==> config.mk <==
export PLATFORM = sky130hd
export DESIGN_NAME = acsp_top
export DESIGN_NICKNAME = d
export VERILOG_FILES = /design/src/rtl/acsp_pkg.sv /design/src/rtl/acsp_sync_if.sv /design/src/rtl/acsp_sync.sv /design/src/rtl/acsp_top.sv
export SDC_FILE = /design/constraint.sdc
export NUM_CORES = 2
export LEC_CHECK = 0
export ABC_CLOCK_PERIOD_IN_PS = 3550
export BUFFER_PORTS_ARGS = -buffer_cell sky130_fd_sc_hd__buf_2
export CORE_MARGIN = 2
export CORE_UTILIZATION = 30
export CTS_CLUSTER_SIZE = 14
export DETAILED_ROUTE_END_ITERATION = 7
export PLACE_DENSITY = 0.52
export SLEW_MARGIN = 15
export SYNTH_ARGS = -nofsm -noshare
export SYNTH_HDL_FRONTEND = slang
export SYNTH_SLANG_ARGS = --single-unit
export TNS_END_PERCENT = 5
==> constraint.sdc <==
create_clock -name aclk -period 3.55 [get_ports aclk]
set_clock_uncertainty 0.15 [all_clocks]
set_input_delay 0.355 -clock aclk [delete_from_list [all_inputs] [get_ports aclk]]
set_output_delay 0.355 -clock aclk [all_outputs]
set_load 0.1 [all_outputs]
==> src/rtl/acsp_pkg.sv <==
// constants and types of the converter configuration serial port
// Functional notes
// - reset pin low selects serial register access
// - reset pulse over 10 ns clears registers
// - combined mode configures from mode pins
// - parallel mode: serial clock selects low-speed
// - four enable levels select format and interface
// - mode pins select power state
// - all mode pins high selects multiplexed mode
// - shift on falling clock while enable low
// - every sixteenth falling edge commits word
// - trailing partial word bits are discarded
// - several words per enable period allowed
// - eight address bits then eight data bits
// - serial clock up to 20 MHz, any duty; code samples at 100 MHz, so each clock level must last over 10 ns
// - software reset clears all, self-clears
// - readback bit blocks serial register writes; code still accepts writes to address zero
// - readback shifts addressed register data out
// - serial output tri-stated without readback
// - readback uses dedicated pin, any interface
// - address zero: bit1 soft reset, bit0 readback
// - every register resets to zero
// - reset pin high selects parallel-only mode
package acsp_pkg;
  localparam int CLK_PERIOD_NS = 10;
  localparam int HW_RESET_MIN_NS = 10;
  localparam int HW_RESET_MIN_RAW = (HW_RESET_MIN_NS + CLK_PERIOD_NS - 1) / CLK_PERIOD_NS;
  localparam int HW_RESET_MIN_CYC = (HW_RESET_MIN_RAW < 1) ? 1 : HW_RESET_MIN_RAW;
  localparam logic [3:0] HW_RESET_MIN_CNT = 4'(HW_RESET_MIN_CYC - 1);
  // synchronised pin bundle layout
  localparam int SYNC_W = 9;
  localparam int SI_HWRST = 0;
  localparam int SI_SCLK = 1;
  localparam int SI_SEN = 2;
  localparam int SI_SERIAL_IN_LINE = 3;
  localparam int SI_M1 = 4;
  localparam int SI_M2 = 5;
  localparam int SI_M3 = 6;
  localparam int SI_LVL = 7;
  // serial word
  localparam logic [3:0] LAST_BIT = 4'hF;
  localparam logic [3:0] ADDR_DONE = 4'h7;
  localparam logic [3:0] OUT_SHIFT_FROM = 4'h9;
  localparam logic [7:0] CFG_ADDR = 8'h00;
  localparam int CFG_SWRST_BIT = 1;
  localparam int CFG_READBACK_BIT = 0;
  localparam logic [7:0] LOWSPD_ADDR = 8'hEF;
  localparam int LOWSPD_BIT = 4;
  localparam logic [7:0] REG_RESET = 8'h00;
  // AXI4-Lite map
  localparam int AXI_AW = 12;
  localparam logic [11:0] OFS_CTRL = 12'h000;
  localparam logic [11:0] OFS_STATUS = 12'h004;
  localparam logic [1:0] WIN_SEL = 2'h1;
  localparam logic [31:0] CTRL_RESET = 32'h00000001;
  localparam int CTRL_PORT_EN = 0;
  localparam logic [1:0] RESP_OKAY = 2'h0;
  localparam logic [1:0] RESP_SLVERR = 2'h2;
  localparam int ST_PAR = 0;
  localparam int ST_RB = 1;
  localparam int ST_LOWSPD = 2;
  localparam int ST_OB = 3;
  localparam int ST_LVDS = 4;
  localparam int ST_GPD = 5;
  localparam int ST_ASTBY = 6;
  localparam int ST_MUX = 7;
  localparam int ST_INVAL = 8;
  localparam int ST_WORDS = 16;

  typedef enum logic [2:0] {
    PWR_NORMAL, PWR_GLOBAL_PD, PWR_A_STANDBY, PWR_MUX, PWR_UNAVAIL
  } acsp_pwr_t;

  function automatic acsp_pwr_t acsp_pwr_decode(input logic [2:0] pins);
    unique case (pins)
      3'h0: return PWR_NORMAL;
      3'h4: return PWR_GLOBAL_PD;
      3'h5: return PWR_A_STANDBY;
      3'h7: return PWR_MUX;
      default: return PWR_UNAVAIL;
    endcase
  endfunction
endpackage

==> src/rtl/acsp_sync_if.sv <==
// synchronised pin levels passed from the synchroniser to the port logic
interface acsp_sync_if #(parameter int W = 9);
  logic [W-1:0] lvl;
  modport src(output lvl);
  modport dst(input lvl);
endinterface

==> src/rtl/acsp_sync.sv <==
// two-flop synchronisers for every asynchronous pin
module acsp_sync #(
  parameter int W = 9
) (
  input wire logic aclk,
  input wire logic [W-1:0] raw,
  acsp_sync_if.src sync
);
  genvar i;
  generate
    for (i = 0; i < W; i++) begin : g_bit
      logic s1_ff;
      logic s2_ff;
      always_ff @(posedge aclk) begin
        s1_ff <= raw[i];
        s2_ff <= s1_ff;
      end
      assign sync.lvl[i] = s2_ff;
    end
  endgenerate
endmodule // acsp_sync

==> src/rtl/acsp_top.sv <==
// configuration serial port with parallel mode decode and AXI4-Lite access
//
// Added by the designer: the AXI4-Lite register port and the register addresses.
module acsp_top (
  input wire logic aclk,
  input wire logic aresetn,
  input wire logic [acsp_pkg::AXI_AW-1:0] s_axi_awaddr,
  input wire logic s_axi_awvalid,
  output logic s_axi_awready,
  input wire logic [31:0] s_axi_wdata,
  input wire logic [3:0] s_axi_wstrb,
  input wire logic s_axi_wvalid,
  output logic s_axi_wready,
  output logic [1:0] s_axi_bresp,
  output logic s_axi_bvalid,
  input wire logic s_axi_bready,
  input wire logic [acsp_pkg::AXI_AW-1:0] s_axi_araddr,
  input wire logic s_axi_arvalid,
  output logic s_axi_arready,
  output logic [31:0] s_axi_rdata,
  output logic [1:0] s_axi_rresp,
  output logic s_axi_rvalid,
  input wire logic s_axi_rready,
  input wire logic hw_reset_pin,
  input wire logic serial_clk_pin,
  input wire logic serial_enable_n,
  input wire logic serial_in_line,
  input wire logic mode_pin_1,
  input wire logic mode_pin_2,
  input wire logic mode_pin_3,
  input wire logic [1:0] sen_level_code,
  output logic serial_out_line,
  output logic serial_out_oe,
  output logic low_speed_en,
  output logic offset_binary,
  output logic lvds_select,
  output logic global_powerdown,
  output logic chan_a_standby,
  output logic mux_mode,
  output logic mode_code_invalid
);
  import acsp_pkg::*;

  acsp_sync_if #(.W(SYNC_W)) sync_bus ();

  acsp_sync #(.W(SYNC_W)) u_sync (
    .aclk(aclk),
    .raw({sen_level_code, mode_pin_3, mode_pin_2, mode_pin_1, serial_in_line,
          serial_enable_n, serial_clk_pin, hw_reset_pin}),
    .sync(sync_bus.src)
  );

  wire hw_rst_s = sync_bus.lvl[SI_HWRST];
  wire sclk_s = sync_bus.lvl[SI_SCLK];
  wire sen_n_s = sync_bus.lvl[SI_SEN];
  wire serial_in_line_s = sync_bus.lvl[SI_SERIAL_IN_LINE];
  wire [2:0] mode_s = {sync_bus.lvl[SI_M1], sync_bus.lvl[SI_M2], sync_bus.lvl[SI_M3]};
  wire [1:0] lvl_s = sync_bus.lvl[SI_LVL +: 2];

  logic [7:0] reg_file [256];
  logic [31:0] ctrl_ff;
  logic [3:0] rst_cnt_ff;
  logic sclk_d_ff;
  logic [14:0] shift_ff;
  logic [3:0] bit_cnt_ff;
  logic [7:0] out_sh_ff;
  logic serial_out_line_ff;
  logic oe_ff;
  logic [7:0] words_ff;
  logic low_speed_ff, ob_ff, lvds_ff, gpd_ff, astby_ff, mux_ff, inval_ff;

  // reset pin high is parallel mode; any high level, short or held, also clears
  wire par_mode = hw_rst_s;
  wire [3:0] nxt_rst_cnt = (!hw_rst_s) ? 4'h0 : (rst_cnt_ff == 4'hF) ? rst_cnt_ff :
                           rst_cnt_ff + 4'h1;
  wire hw_clear = hw_rst_s && (rst_cnt_ff >= HW_RESET_MIN_CNT);

  // serial clock is oversampled: 100 MHz covers a 20 MHz clock whose high and low levels each last over 10 ns
  wire sclk_fall = sclk_d_ff & ~sclk_s;
  wire sclk_rise = ~sclk_d_ff & sclk_s;
  wire frame_on = ~sen_n_s & ~par_mode & ctrl_ff[CTRL_PORT_EN];
  wire fall_act = frame_on & sclk_fall;
  wire [15:0] nxt_word = {shift_ff, serial_in_line_s};
  wire [7:0] wr_addr = nxt_word[15:8];
  wire [7:0] wr_data = nxt_word[7:0];
  wire commit = fall_act && (bit_cnt_ff == LAST_BIT);
  wire readback = reg_file[CFG_ADDR][CFG_READBACK_BIT];
  wire cfg_hit = (wr_addr == CFG_ADDR);
  // the readback bit itself stays writable so the host can leave readback
  wire wr_ok = commit && (!readback || cfg_hit);
  wire sw_reset = wr_ok && cfg_hit && wr_data[CFG_SWRST_BIT];
  wire clear_all = !aresetn || hw_clear || sw_reset;
  wire [7:0] rd_addr = {shift_ff[6:0], serial_in_line_s};
  wire rb_load = fall_act && (bit_cnt_ff == ADDR_DONE) && readback;
  wire rb_shift = frame_on && sclk_rise && (bit_cnt_ff >= OUT_SHIFT_FROM);

  always_ff @(posedge aclk) begin
    if (clear_all) begin
      for (int i = 0; i < 256; i++) begin
        reg_file[i] <= REG_RESET;
      end
    end else if (wr_ok) begin
      reg_file[wr_addr] <= wr_data;
    end
  end

  always_ff @(posedge aclk) begin
    if (!aresetn) begin
      rst_cnt_ff <= 4'h0;
      // idle level of the clock pin, so leaving reset shows no false edge
      sclk_d_ff <= 1'b1;
      shift_ff <= 15'h0000;
      bit_cnt_ff <= 4'h0;
      words_ff <= 8'h00;
    end else begin
      rst_cnt_ff <= nxt_rst_cnt;
      sclk_d_ff <= sclk_s;
      if (!frame_on) begin
        bit_cnt_ff <= 4'h0;
      end else if (fall_act) begin
        shift_ff <= nxt_word[14:0];
        bit_cnt_ff <= bit_cnt_ff + 4'h1;
      end
      if (wr_ok) begin
        words_ff <= words_ff + 8'h01;
      end
    end
  end

  // data changes after rising edges so the host samples it falling
  always_ff @(posedge aclk) begin
    if (!aresetn) begin
      out_sh_ff <= 8'h00;
      serial_out_line_ff <= 1'b0;
      oe_ff <= 1'b0;
    end else begin
      oe_ff <= readback;
      if (!frame_on) begin
        serial_out_line_ff <= 1'b0;
      end else if (rb_load) begin
        out_sh_ff <= reg_file[rd_addr];
        serial_out_line_ff <= reg_file[rd_addr][7];
      end else if (rb_shift) begin
        out_sh_ff <= {out_sh_ff[6:0], 1'b0};
        serial_out_line_ff <= out_sh_ff[6];
      end
    end
  end

  wire acsp_pwr_t pwr = acsp_pwr_decode(mode_s);
  wire nxt_low_speed = par_mode ? sclk_s : reg_file[LOWSPD_ADDR][LOWSPD_BIT];
  wire nxt_ob = par_mode && ((lvl_s == 2'h1) || (lvl_s == 2'h2));
  wire nxt_lvds = par_mode && lvl_s[1];

  always_ff @(posedge aclk) begin
    if (!aresetn) begin
      low_speed_ff <= 1'b0;
      ob_ff <= 1'b0;
      lvds_ff <= 1'b0;
      gpd_ff <= 1'b0;
      astby_ff <= 1'b0;
      mux_ff <= 1'b0;
      inval_ff <= 1'b0;
    end else begin
      low_speed_ff <= nxt_low_speed;
      ob_ff <= nxt_ob;
      lvds_ff <= nxt_lvds;
      gpd_ff <= (pwr == PWR_GLOBAL_PD);
      astby_ff <= (pwr == PWR_A_STANDBY);
      mux_ff <= (pwr == PWR_MUX);
      inval_ff <= (pwr == PWR_UNAVAIL);
    end
  end

  // AXI4-Lite slave: one write and one read in flight
  logic awready_ff, wready_ff, bvalid_ff, arready_ff, rvalid_ff;
  logic [AXI_AW-1:0] awaddr_ff;
  logic [31:0] wdata_ff, rdata_ff;
  logic wstrb0_ff;
  logic [1:0] bresp_ff, rresp_ff;

  wire aw_hs = awready_ff & s_axi_awvalid;
  wire w_hs = wready_ff & s_axi_wvalid;
  wire wr_go = !awready_ff && !wready_ff && !bvalid_ff;
  wire wr_ctrl = (awaddr_ff == OFS_CTRL);
  wire ar_hs = arready_ff & s_axi_arvalid;
  wire rd_win = (s_axi_araddr[11:10] == WIN_SEL) && (s_axi_araddr[1:0] == 2'h0);
  wire rd_ctrl = (s_axi_araddr == OFS_CTRL);
  wire rd_stat = (s_axi_araddr == OFS_STATUS);
  wire [31:0] status_w = {8'h00, words_ff, 7'h00, inval_ff, mux_ff, astby_ff, gpd_ff,
                          lvds_ff, ob_ff, low_speed_ff, readback, par_mode};
  wire [31:0] rd_val = rd_ctrl ? ctrl_ff : rd_stat ? status_w :
                       rd_win ? {24'h000000, reg_file[s_axi_araddr[9:2]]} : 32'h00000000;
  wire rd_ok = rd_ctrl | rd_stat | rd_win;

  always_ff @(posedge aclk) begin
    if (!aresetn) begin
      awready_ff <= 1'b1;
      wready_ff <= 1'b1;
      bvalid_ff <= 1'b0;
      bresp_ff <= RESP_OKAY;
      awaddr_ff <= '0;
      wdata_ff <= 32'h00000000;
      wstrb0_ff <= 1'b0;
      ctrl_ff <= CTRL_RESET;
    end else begin
      if (aw_hs) begin
        awaddr_ff <= s_axi_awaddr;
        awready_ff <= 1'b0;
      end
      if (w_hs) begin
        wdata_ff <= s_axi_wdata;
        wstrb0_ff <= s_axi_wstrb[0];
        wready_ff <= 1'b0;
      end
      if (wr_go) begin
        bvalid_ff <= 1'b1;
        bresp_ff <= wr_ctrl ? RESP_OKAY : RESP_SLVERR;
        if (wr_ctrl && wstrb0_ff) begin
          ctrl_ff <= {31'h00000000, wdata_ff[CTRL_PORT_EN]};
        end
      end else if (bvalid_ff && s_axi_bready) begin
        bvalid_ff <= 1'b0;
        awready_ff <= 1'b1;
        wready_ff <= 1'b1;
      end
    end
  end

  always_ff @(posedge aclk) begin
    if (!aresetn) begin
      arready_ff <= 1'b1;
      rvalid_ff <= 1'b0;
      rdata_ff <= 32'h00000000;
      rresp_ff <= RESP_OKAY;
    end else if (ar_hs) begin
      arready_ff <= 1'b0;
      rvalid_ff <= 1'b1;
      rdata_ff <= rd_val;
      rresp_ff <= rd_ok ? RESP_OKAY : RESP_SLVERR;
    end else if (rvalid_ff && s_axi_rready) begin
      rvalid_ff <= 1'b0;
      arready_ff <= 1'b1;
    end
  end

  assign s_axi_awready = awready_ff;
  assign s_axi_wready = wready_ff;
  assign s_axi_bvalid = bvalid_ff;
  assign s_axi_bresp = bresp_ff;
  assign s_axi_arready = arready_ff;
  assign s_axi_rvalid = rvalid_ff;
  assign s_axi_rdata = rdata_ff;
  assign s_axi_rresp = rresp_ff;
  assign serial_out_line = serial_out_line_ff;
  assign serial_out_oe = oe_ff;
  assign low_speed_en = low_speed_ff;
  assign offset_binary = ob_ff;
  assign lvds_select = lvds_ff;
  assign global_powerdown = gpd_ff;
  assign chan_a_standby = astby_ff;
  assign mux_mode = mux_ff;
  assign mode_code_invalid = inval_ff;

  wire [7:0] tgt_val = reg_file[wr_addr];
endmodule // acsp_top

**Yosys cells after proc, flatten, opt, wreduce, memory -nomap -nowiden**

Memories as Yosys holds them, arrays and structs flattened.
Cells that the tools add are included.

- Mux-type cells: 31
- $add $sub $neg: 3
- Magnitude comparators: 2
- Reductions and logical operators: 40
- Equal/unequal tests: 14
- Bitwise gates (word level): 14

Operators with widths:

| kind | count |
|---|---|
| $mux 24 | 2 |
| $logic_not 12->1 | 2 |
| $mux 8 | 3 |
| $mux 1 | 21 |
| $logic_and 1x1->1 | 17 |
| $mux 7 | 2 |
| $eq 12x3->1 const B | 1 |
| $eq 3x3->1 const B | 4 |
| $pmux 3 s4 | 1 |
| $reduce_and 2->1 | 5 |
| $add 4x1->4 const B | 2 |
| $add 8x1->8 const B | 1 |
| $and 1x1->1 | 8 |
| $eq 4x4->1 const B | 2 |
| $logic_not 8->1 | 1 |
| $reduce_or 8->1 | 1 |
| $eq 3x2->1 const B | 2 |
| $reduce_bool 2->1 | 3 |
| $logic_not 1->1 | 5 |
| $eq 2x1->1 const B | 2 |
| $eq 4x3->1 const B | 1 |
| $ge 4x1->1 const B | 1 |
| $ge 4x4->1 const B | 1 |
| $logic_or 1x1->1 | 4 |
| other kinds (7) | 12 |

- Flip-flop bits (word level): 122
- Output and inout bits: 50
- Memories: 1
- Bits of input ports: 76
- RAM bits: 2048

Memories:

| memory | words | width | read ports | clocked after Yosys merged registers in | wr ports | line | text |
|---|---|---|---|---|---|---|---|
| reg_file | 256 | 8 | 4 | 0 | 256 | acsp_top.sv:60 | `logic [7:0] reg_file [256];` |

**Longest topological paths before layout**

- Word-level depth: 13
- Gate-level depth with buffers: 12

**By module**

From an unflattened synthesis, not the netlist that was laid out.

- Cells, all modules: 7777
- Area total of the unflattened synthesis: 111328.0 µm²

By module, submodules not included:

| module | area each (µm²) | instances | cells each | seq. area each (µm²) |
|---|---|---|---|---|
| acsp_top | 110900.1 | 1 | 7750 | 63160.6 |
| acsp_sync | 427.9 | 1 | 27 | 360.3 |

**Worst setup path after synthesis**

No wires, ideal clock.

- Kind: reg2reg
- Start: register shift_ff[11]
- End: memory reg_file[230][0] (enable)
- Clock period less this slack: 3.414 ns
- Stages on the path, launching flop included: 10
- Required time: 3.016 ns
- Data arrival time: 2.880 ns
- Path slack: 0.136 ns
- Setup time: 0.384 ns
- Buffers on the path: 2
- Path through: dfxtp_1 -> clkbuf_1 -> nor4_4 -> nand2_1 -> a211oi_4 -> nand2_2 -> nor3b_2 -> nand2_1 -> clkbuf_1 -> o21ai_0

RTL lines:

| element | line | text |
|---|---|---|
| from (decl) | acsp_top.sv:64 | `logic [14:0] shift_ff;` |
| from (signal assigned) | acsp_top.sv:121 | `shift_ff <= nxt_word[14:0];` |
| to (decl) | acsp_top.sv:60 |  |

**Worst setup path in the final report**

- Start: register u_sync.g_bit[3].s2_ff
- End: register serial_out_line_ff (netlist: serial_out_line)

- Cells in the longest elaborated chain, start to end: 2

RTL lines:

| element | line | text |
|---|---|---|
| from (decl) | acsp_sync.sv:13 | `logic s2_ff;` |
| from (signal assigned) | acsp_sync.sv:16 | `s2_ff <= s1_ff;` |
| $mem_v2 256x8 | -- |  |
| $mux 1 | acsp_top.sv:140 | `end else if (rb_load) begin` |
| to (signal assigned) | acsp_top.sv:142 | `serial_out_line_ff <= reg_file[rd_addr][7];` |
| to (signal assigned) | acsp_top.sv:145 | `serial_out_line_ff <= out_sh_ff[6];` |
| to (decl) | acsp_top.sv:67 | `logic serial_out_line_ff;` |

Every way passes these cells.
A chain may end at the register's enable or synchronous reset.

==> run_results.csv <==
group,metric,value,unit
power,pwr_density_cell,463,nW/µm²
sta,fmax,281,MHz
global_route,grt-ovfl-total,0,
power,clockPowerShare,41.8,%
yosys,syn_avg_cell_area,14.4,µm²
clock_tree,cts_tree,"built",
clock_tree,cts_made_buffers,238,
floorplanning,start_util,30.2,%
power,swShare,24.2,%
finish,design.final.nets,8371,
clock_tree,htree_levels,4,
finish,final_cell_area,134000,µm²
worst_setup_path,critical_path_arrival,4.23,ns
yosys,ys.flop_type,"edfxtp_1",
status,violations,"negative setup slack",
floorplanning,core,370000,µm²
clock_tree,clock_path_buffers,4,
yosys,synth_area_leaders,"edfxtp_1 55%, mux4_2 24%, nor2_1 5.3%",
yosys,synth.distinct_cells,72,
yosys,synth_seq_cells,2149,
finish,layout-drive-gt1-share,32.8,%
floorplanning,pin_count,126,
sta,fin_tns_setup,-0.0118,ns
floorplanning,fp.dieW,614,µm
global_route,antenna_found_initial,35,
clock_tree,clock_sink_count,2149,
yosys,ys_warn_count,0,
sta,hold_violations,0,
yosys,syn_inst,7730,
worst_hold_path,worstHoldPathType,"in -> reg",
yosys,synth_area,112000,µm²
power,p_switching,15.0,mW
clock_tree,cts.clk_slew.worst_paths,0.06,ns
yosys,async_flop_share,0,%
place,gp_congestion,0.950,
worst_setup_path,endpoint_kind,"flip-flop",
global_route,grt_pass1_wl,608000,µm
global_route,grt_max_degree,143,
finish,nFillCells,35000,
worst_setup_path,cpPeakStageDelay,0.56,ns
sta,rsz0062_at_grt,"true",
sta,fin_crit,3.56,ns
routing,vias,78000,
clock_tree,cts_root_buf,"clkbuf_16",
worst_setup_path,critical_path.slowest_cell,"mux4_2",
worst_setup_path,path_delay_family,"multiplexers",
place,io_buffers,74,
status,status,"finished, violations left",
place,place_area,125000,µm²
yosys,synth_top_cell_by_area,"edfxtp_1",
sta,final_min_period_over_clock_period,100,%
yosys,synth-edff-count,2048,
power,p_comb_share,10.3,%
power,worst_ir_drop_vdd,0.000465,V
worst_setup_path,crit_required,4.22,ns
yosys,synth_top_area_share,55.1,%
floorplanning,dieHeight,614,µm
routing,viasPerCell,5.80,
worst_setup_path,path_buf_inv,2,
routing,drc,0,
finish,area_delta_synth_final,19.7,%
power,seq_power_share,47.9,%
worst_setup_path,criticalPathCategory,"reg -> reg",
clock_tree,clk_latency,0.95,ns
worst_setup_path,path_max_fanout,16,
power,fin_total_pwr,61.9,mW
finish,final_util,36.1,%
sta,finalWorstSetupSlack,-0.0118,ns
floorplanning,fp.dieArea,377000,µm²
worst_setup_path,startpoint_type,"flip-flop",
routing,drt_iter0_drc,10700,
floorplanning,rows,223,
worst_setup_path,rrSetupSlack,-0.01,ns
sta,worst_pin_slew,1.36,ns
routing,finalWirelength,435000,µm
routing,ant_nets,0,
flow_run,drv_cap,0,
global_route,track_usage,22.7,%
sta,setup_viol,1,
global_route,grt_pass1_vias,77800,
power,p_leak,47.2,nW
power,internal-power,46.9,mW
sta,max_slew_margin,9.16,%
place,place_hpwl,308000,µm
worst_setup_path,crit_path_cell_trace,"buf_12 > mux4_2 > mux4_2 > nand3b_1 > nand4_1 > a2111oi_0 > buf_4 > a311oi_1",
routing,wire_per_inst,32.4,µm
routing,first_pass_iters,6,
sta,final_max_slew_viol_count,0,
worst_setup_path,crit_top_cell,"mux4_2",
yosys,synth-seq-area-share,56.9,%
synthesized netlist by cell type (12+ instances only):
| library cell | number |
|---|---|
| a211oi_1 | 15 |
| a21boi_0 | 19 |
| a21oi_1 | 46 |
| a221o_1 | 12 |
| a221oi_1 | 12 |
| a22oi_1 | 44 |
| a31oi_1 | 12 |
| and2_1 | 12 |
| and3_1 | 517 |
| buf_1 | 55 |
| buf_2 | 192 |
| buf_4 | 51 |
| clkbuf_1 | 632 |
| dfxtp_1 | 101 |
| edfxtp_1 | 2048 |
| inv_1 | 15 |
| mux2_2 | 29 |
| mux2i_1 | 194 |
| mux4_2 | 1174 |
| nand2_1 | 381 |
| nand2b_1 | 17 |
| nand3_1 | 49 |
| nand4_1 | 20 |
| nor2_1 | 1586 |
| nor2b_1 | 59 |
| nor3_1 | 19 |
| o21ai_0 | 238 |
| o221ai_1 | 18 |
| o22ai_1 | 35 |
cells in the final DEF, fill, tap and decap left out, types with 12 or more instances in the layout:
cell,n
nand2b_1,17
nor2_1,1574
clkinv_1,40
a221oi_1,12
dfxtp_1,93
clkinvlp_4,13
mux2_2,29
and2_1,12
mux2i_1,193
clkbuf_16,244
nor2_2,12
o22ai_1,35
nand3_1,48
a211oi_1,15
nand2_1,369
nor3_1,12
edfxtp_1,2048
clkbuf_1,44
buf_12,170
o221ai_1,18
a21oi_1,46
o21ai_0,236
a21boi_0,19
a221o_1,12
nand4_1,20
clkinv_2,34
a31oi_1,12
buf_2,69
conb_1,18
mux4_2,1174
and3_1,517
inv_1,16
buf_4,932
dlygate4sd3_1,55
a22oi_1,44
bufinv_16,32
nor2b_1,59
diode_2,14
what timing repair did:
item,4_1_cts,5_1_grt
endpoints found under the setup margin,3,74
hold buffers,55,0
hold endpoints to repair,44,0
cloned,1,0
setup buffers,1,2
pin swaps,0,0
resized for setup,3,3
worst register-to-register path: stages (launching register included):
cell       delay [ns]
dfxtp_4          0.45
buf_12           0.25
mux4_2           0.62
mux4_2           0.53
nand3b_1         0.25
nand4_1          0.44
a2111oi_0        0.55
buf_4            0.18
a311oi_1         0.04
final timing paths:
path                               from                    end  cells after the start
setup / recovery  u_sync.g_bit[3].s2_ff        serial_out_line                      8
hold / removal          s_axi_awaddr[6]           awaddr_ff[6]                      4
hold reg to reg   u_sync.g_bit[8].s1_ff  u_sync.g_bit[8].s2_ff                      0
setup reg to reg  u_sync.g_bit[3].s2_ff        serial_out_line                      8
final cells by class:
type,count,area [µm²],area share (%)
repair buffers,1234,11500,8.57
clock buffers,298,6410,4.80
multi-input cells,4651,44400,33.2
clock inverters,134,1550,1.16
diodes,14,35.0,0.0262
flip-flops and latches,2149,63600,47.6
inverters,17,63.8,0.0478
well taps,4950,6190,4.64
metrics by stage:
stage | setup slack [ns] | hold WS (ns) | std cells
6_report | -0.0118 | 0.0779 | 13400
5_1_grt | -0.00332 | 0.0812 | 13400
3_3_place_gp | -0.594 | 0.164 | 12900
3_5_place_dp | -0.643 | 0.163 | 12900
4_1_cts | 0.0861 | 0.0234 | 13400
2_1_floorplan | 0.136 | 0.160 | 7747
sequential cells by signal, summed over array words and instances (netlist names), 4 cells and up:
name and count:
shift_ff 15, u_sync.g_bit.s2_ff 9, out_sh_ff 7, u_sync.g_bit.s1_ff 9, reg_file 2048, awaddr_ff 12
words_ff 8, s_axi_rdata 17, bit_cnt_ff 4
routing by layer:
layer | global-route usage, % | vias up | part of all wire, %
met5 | 0 | - | 0.032
li1 | - | 31100 | -
met1 | 29.9 | 41300 | 39
met3 | 5.30 | 845 | 10
met4 | 9.59 | 20 | 4.8
met2 | 35.8 | 4785 | 46
logic make-up (layout without fill, tap and decap cells):
kind of cell             Yosys count  in the layout  synth area share, %
AND/OR/NAND/NOR                 2706           2706                 10.7
flip-flops                      2149           2149                 56.9
multiplexers                    1397           1397                 25.7
buffers and inverters            947           1683                 3.57
AO/OA/AOI/OAI                    518            518                 2.93
XOR/XNOR                           8              8               0.0628
adder cells (fa/ha/maj)            4              4               0.0448
other                              1             32              0.00336
power groups by stage:
stage	clock network [mW]	registers, mW	logic, mW
floorplan	0	29.9	3.48
global placement	0	30.0	6.21
detailed placement	0	30.1	6.23
CTS	26.1	29.6	6.31
global route	27.0	29.7	6.54
finish	25.9	29.6	6.38
No activity file was read; power rests on OpenSTA's default activity.
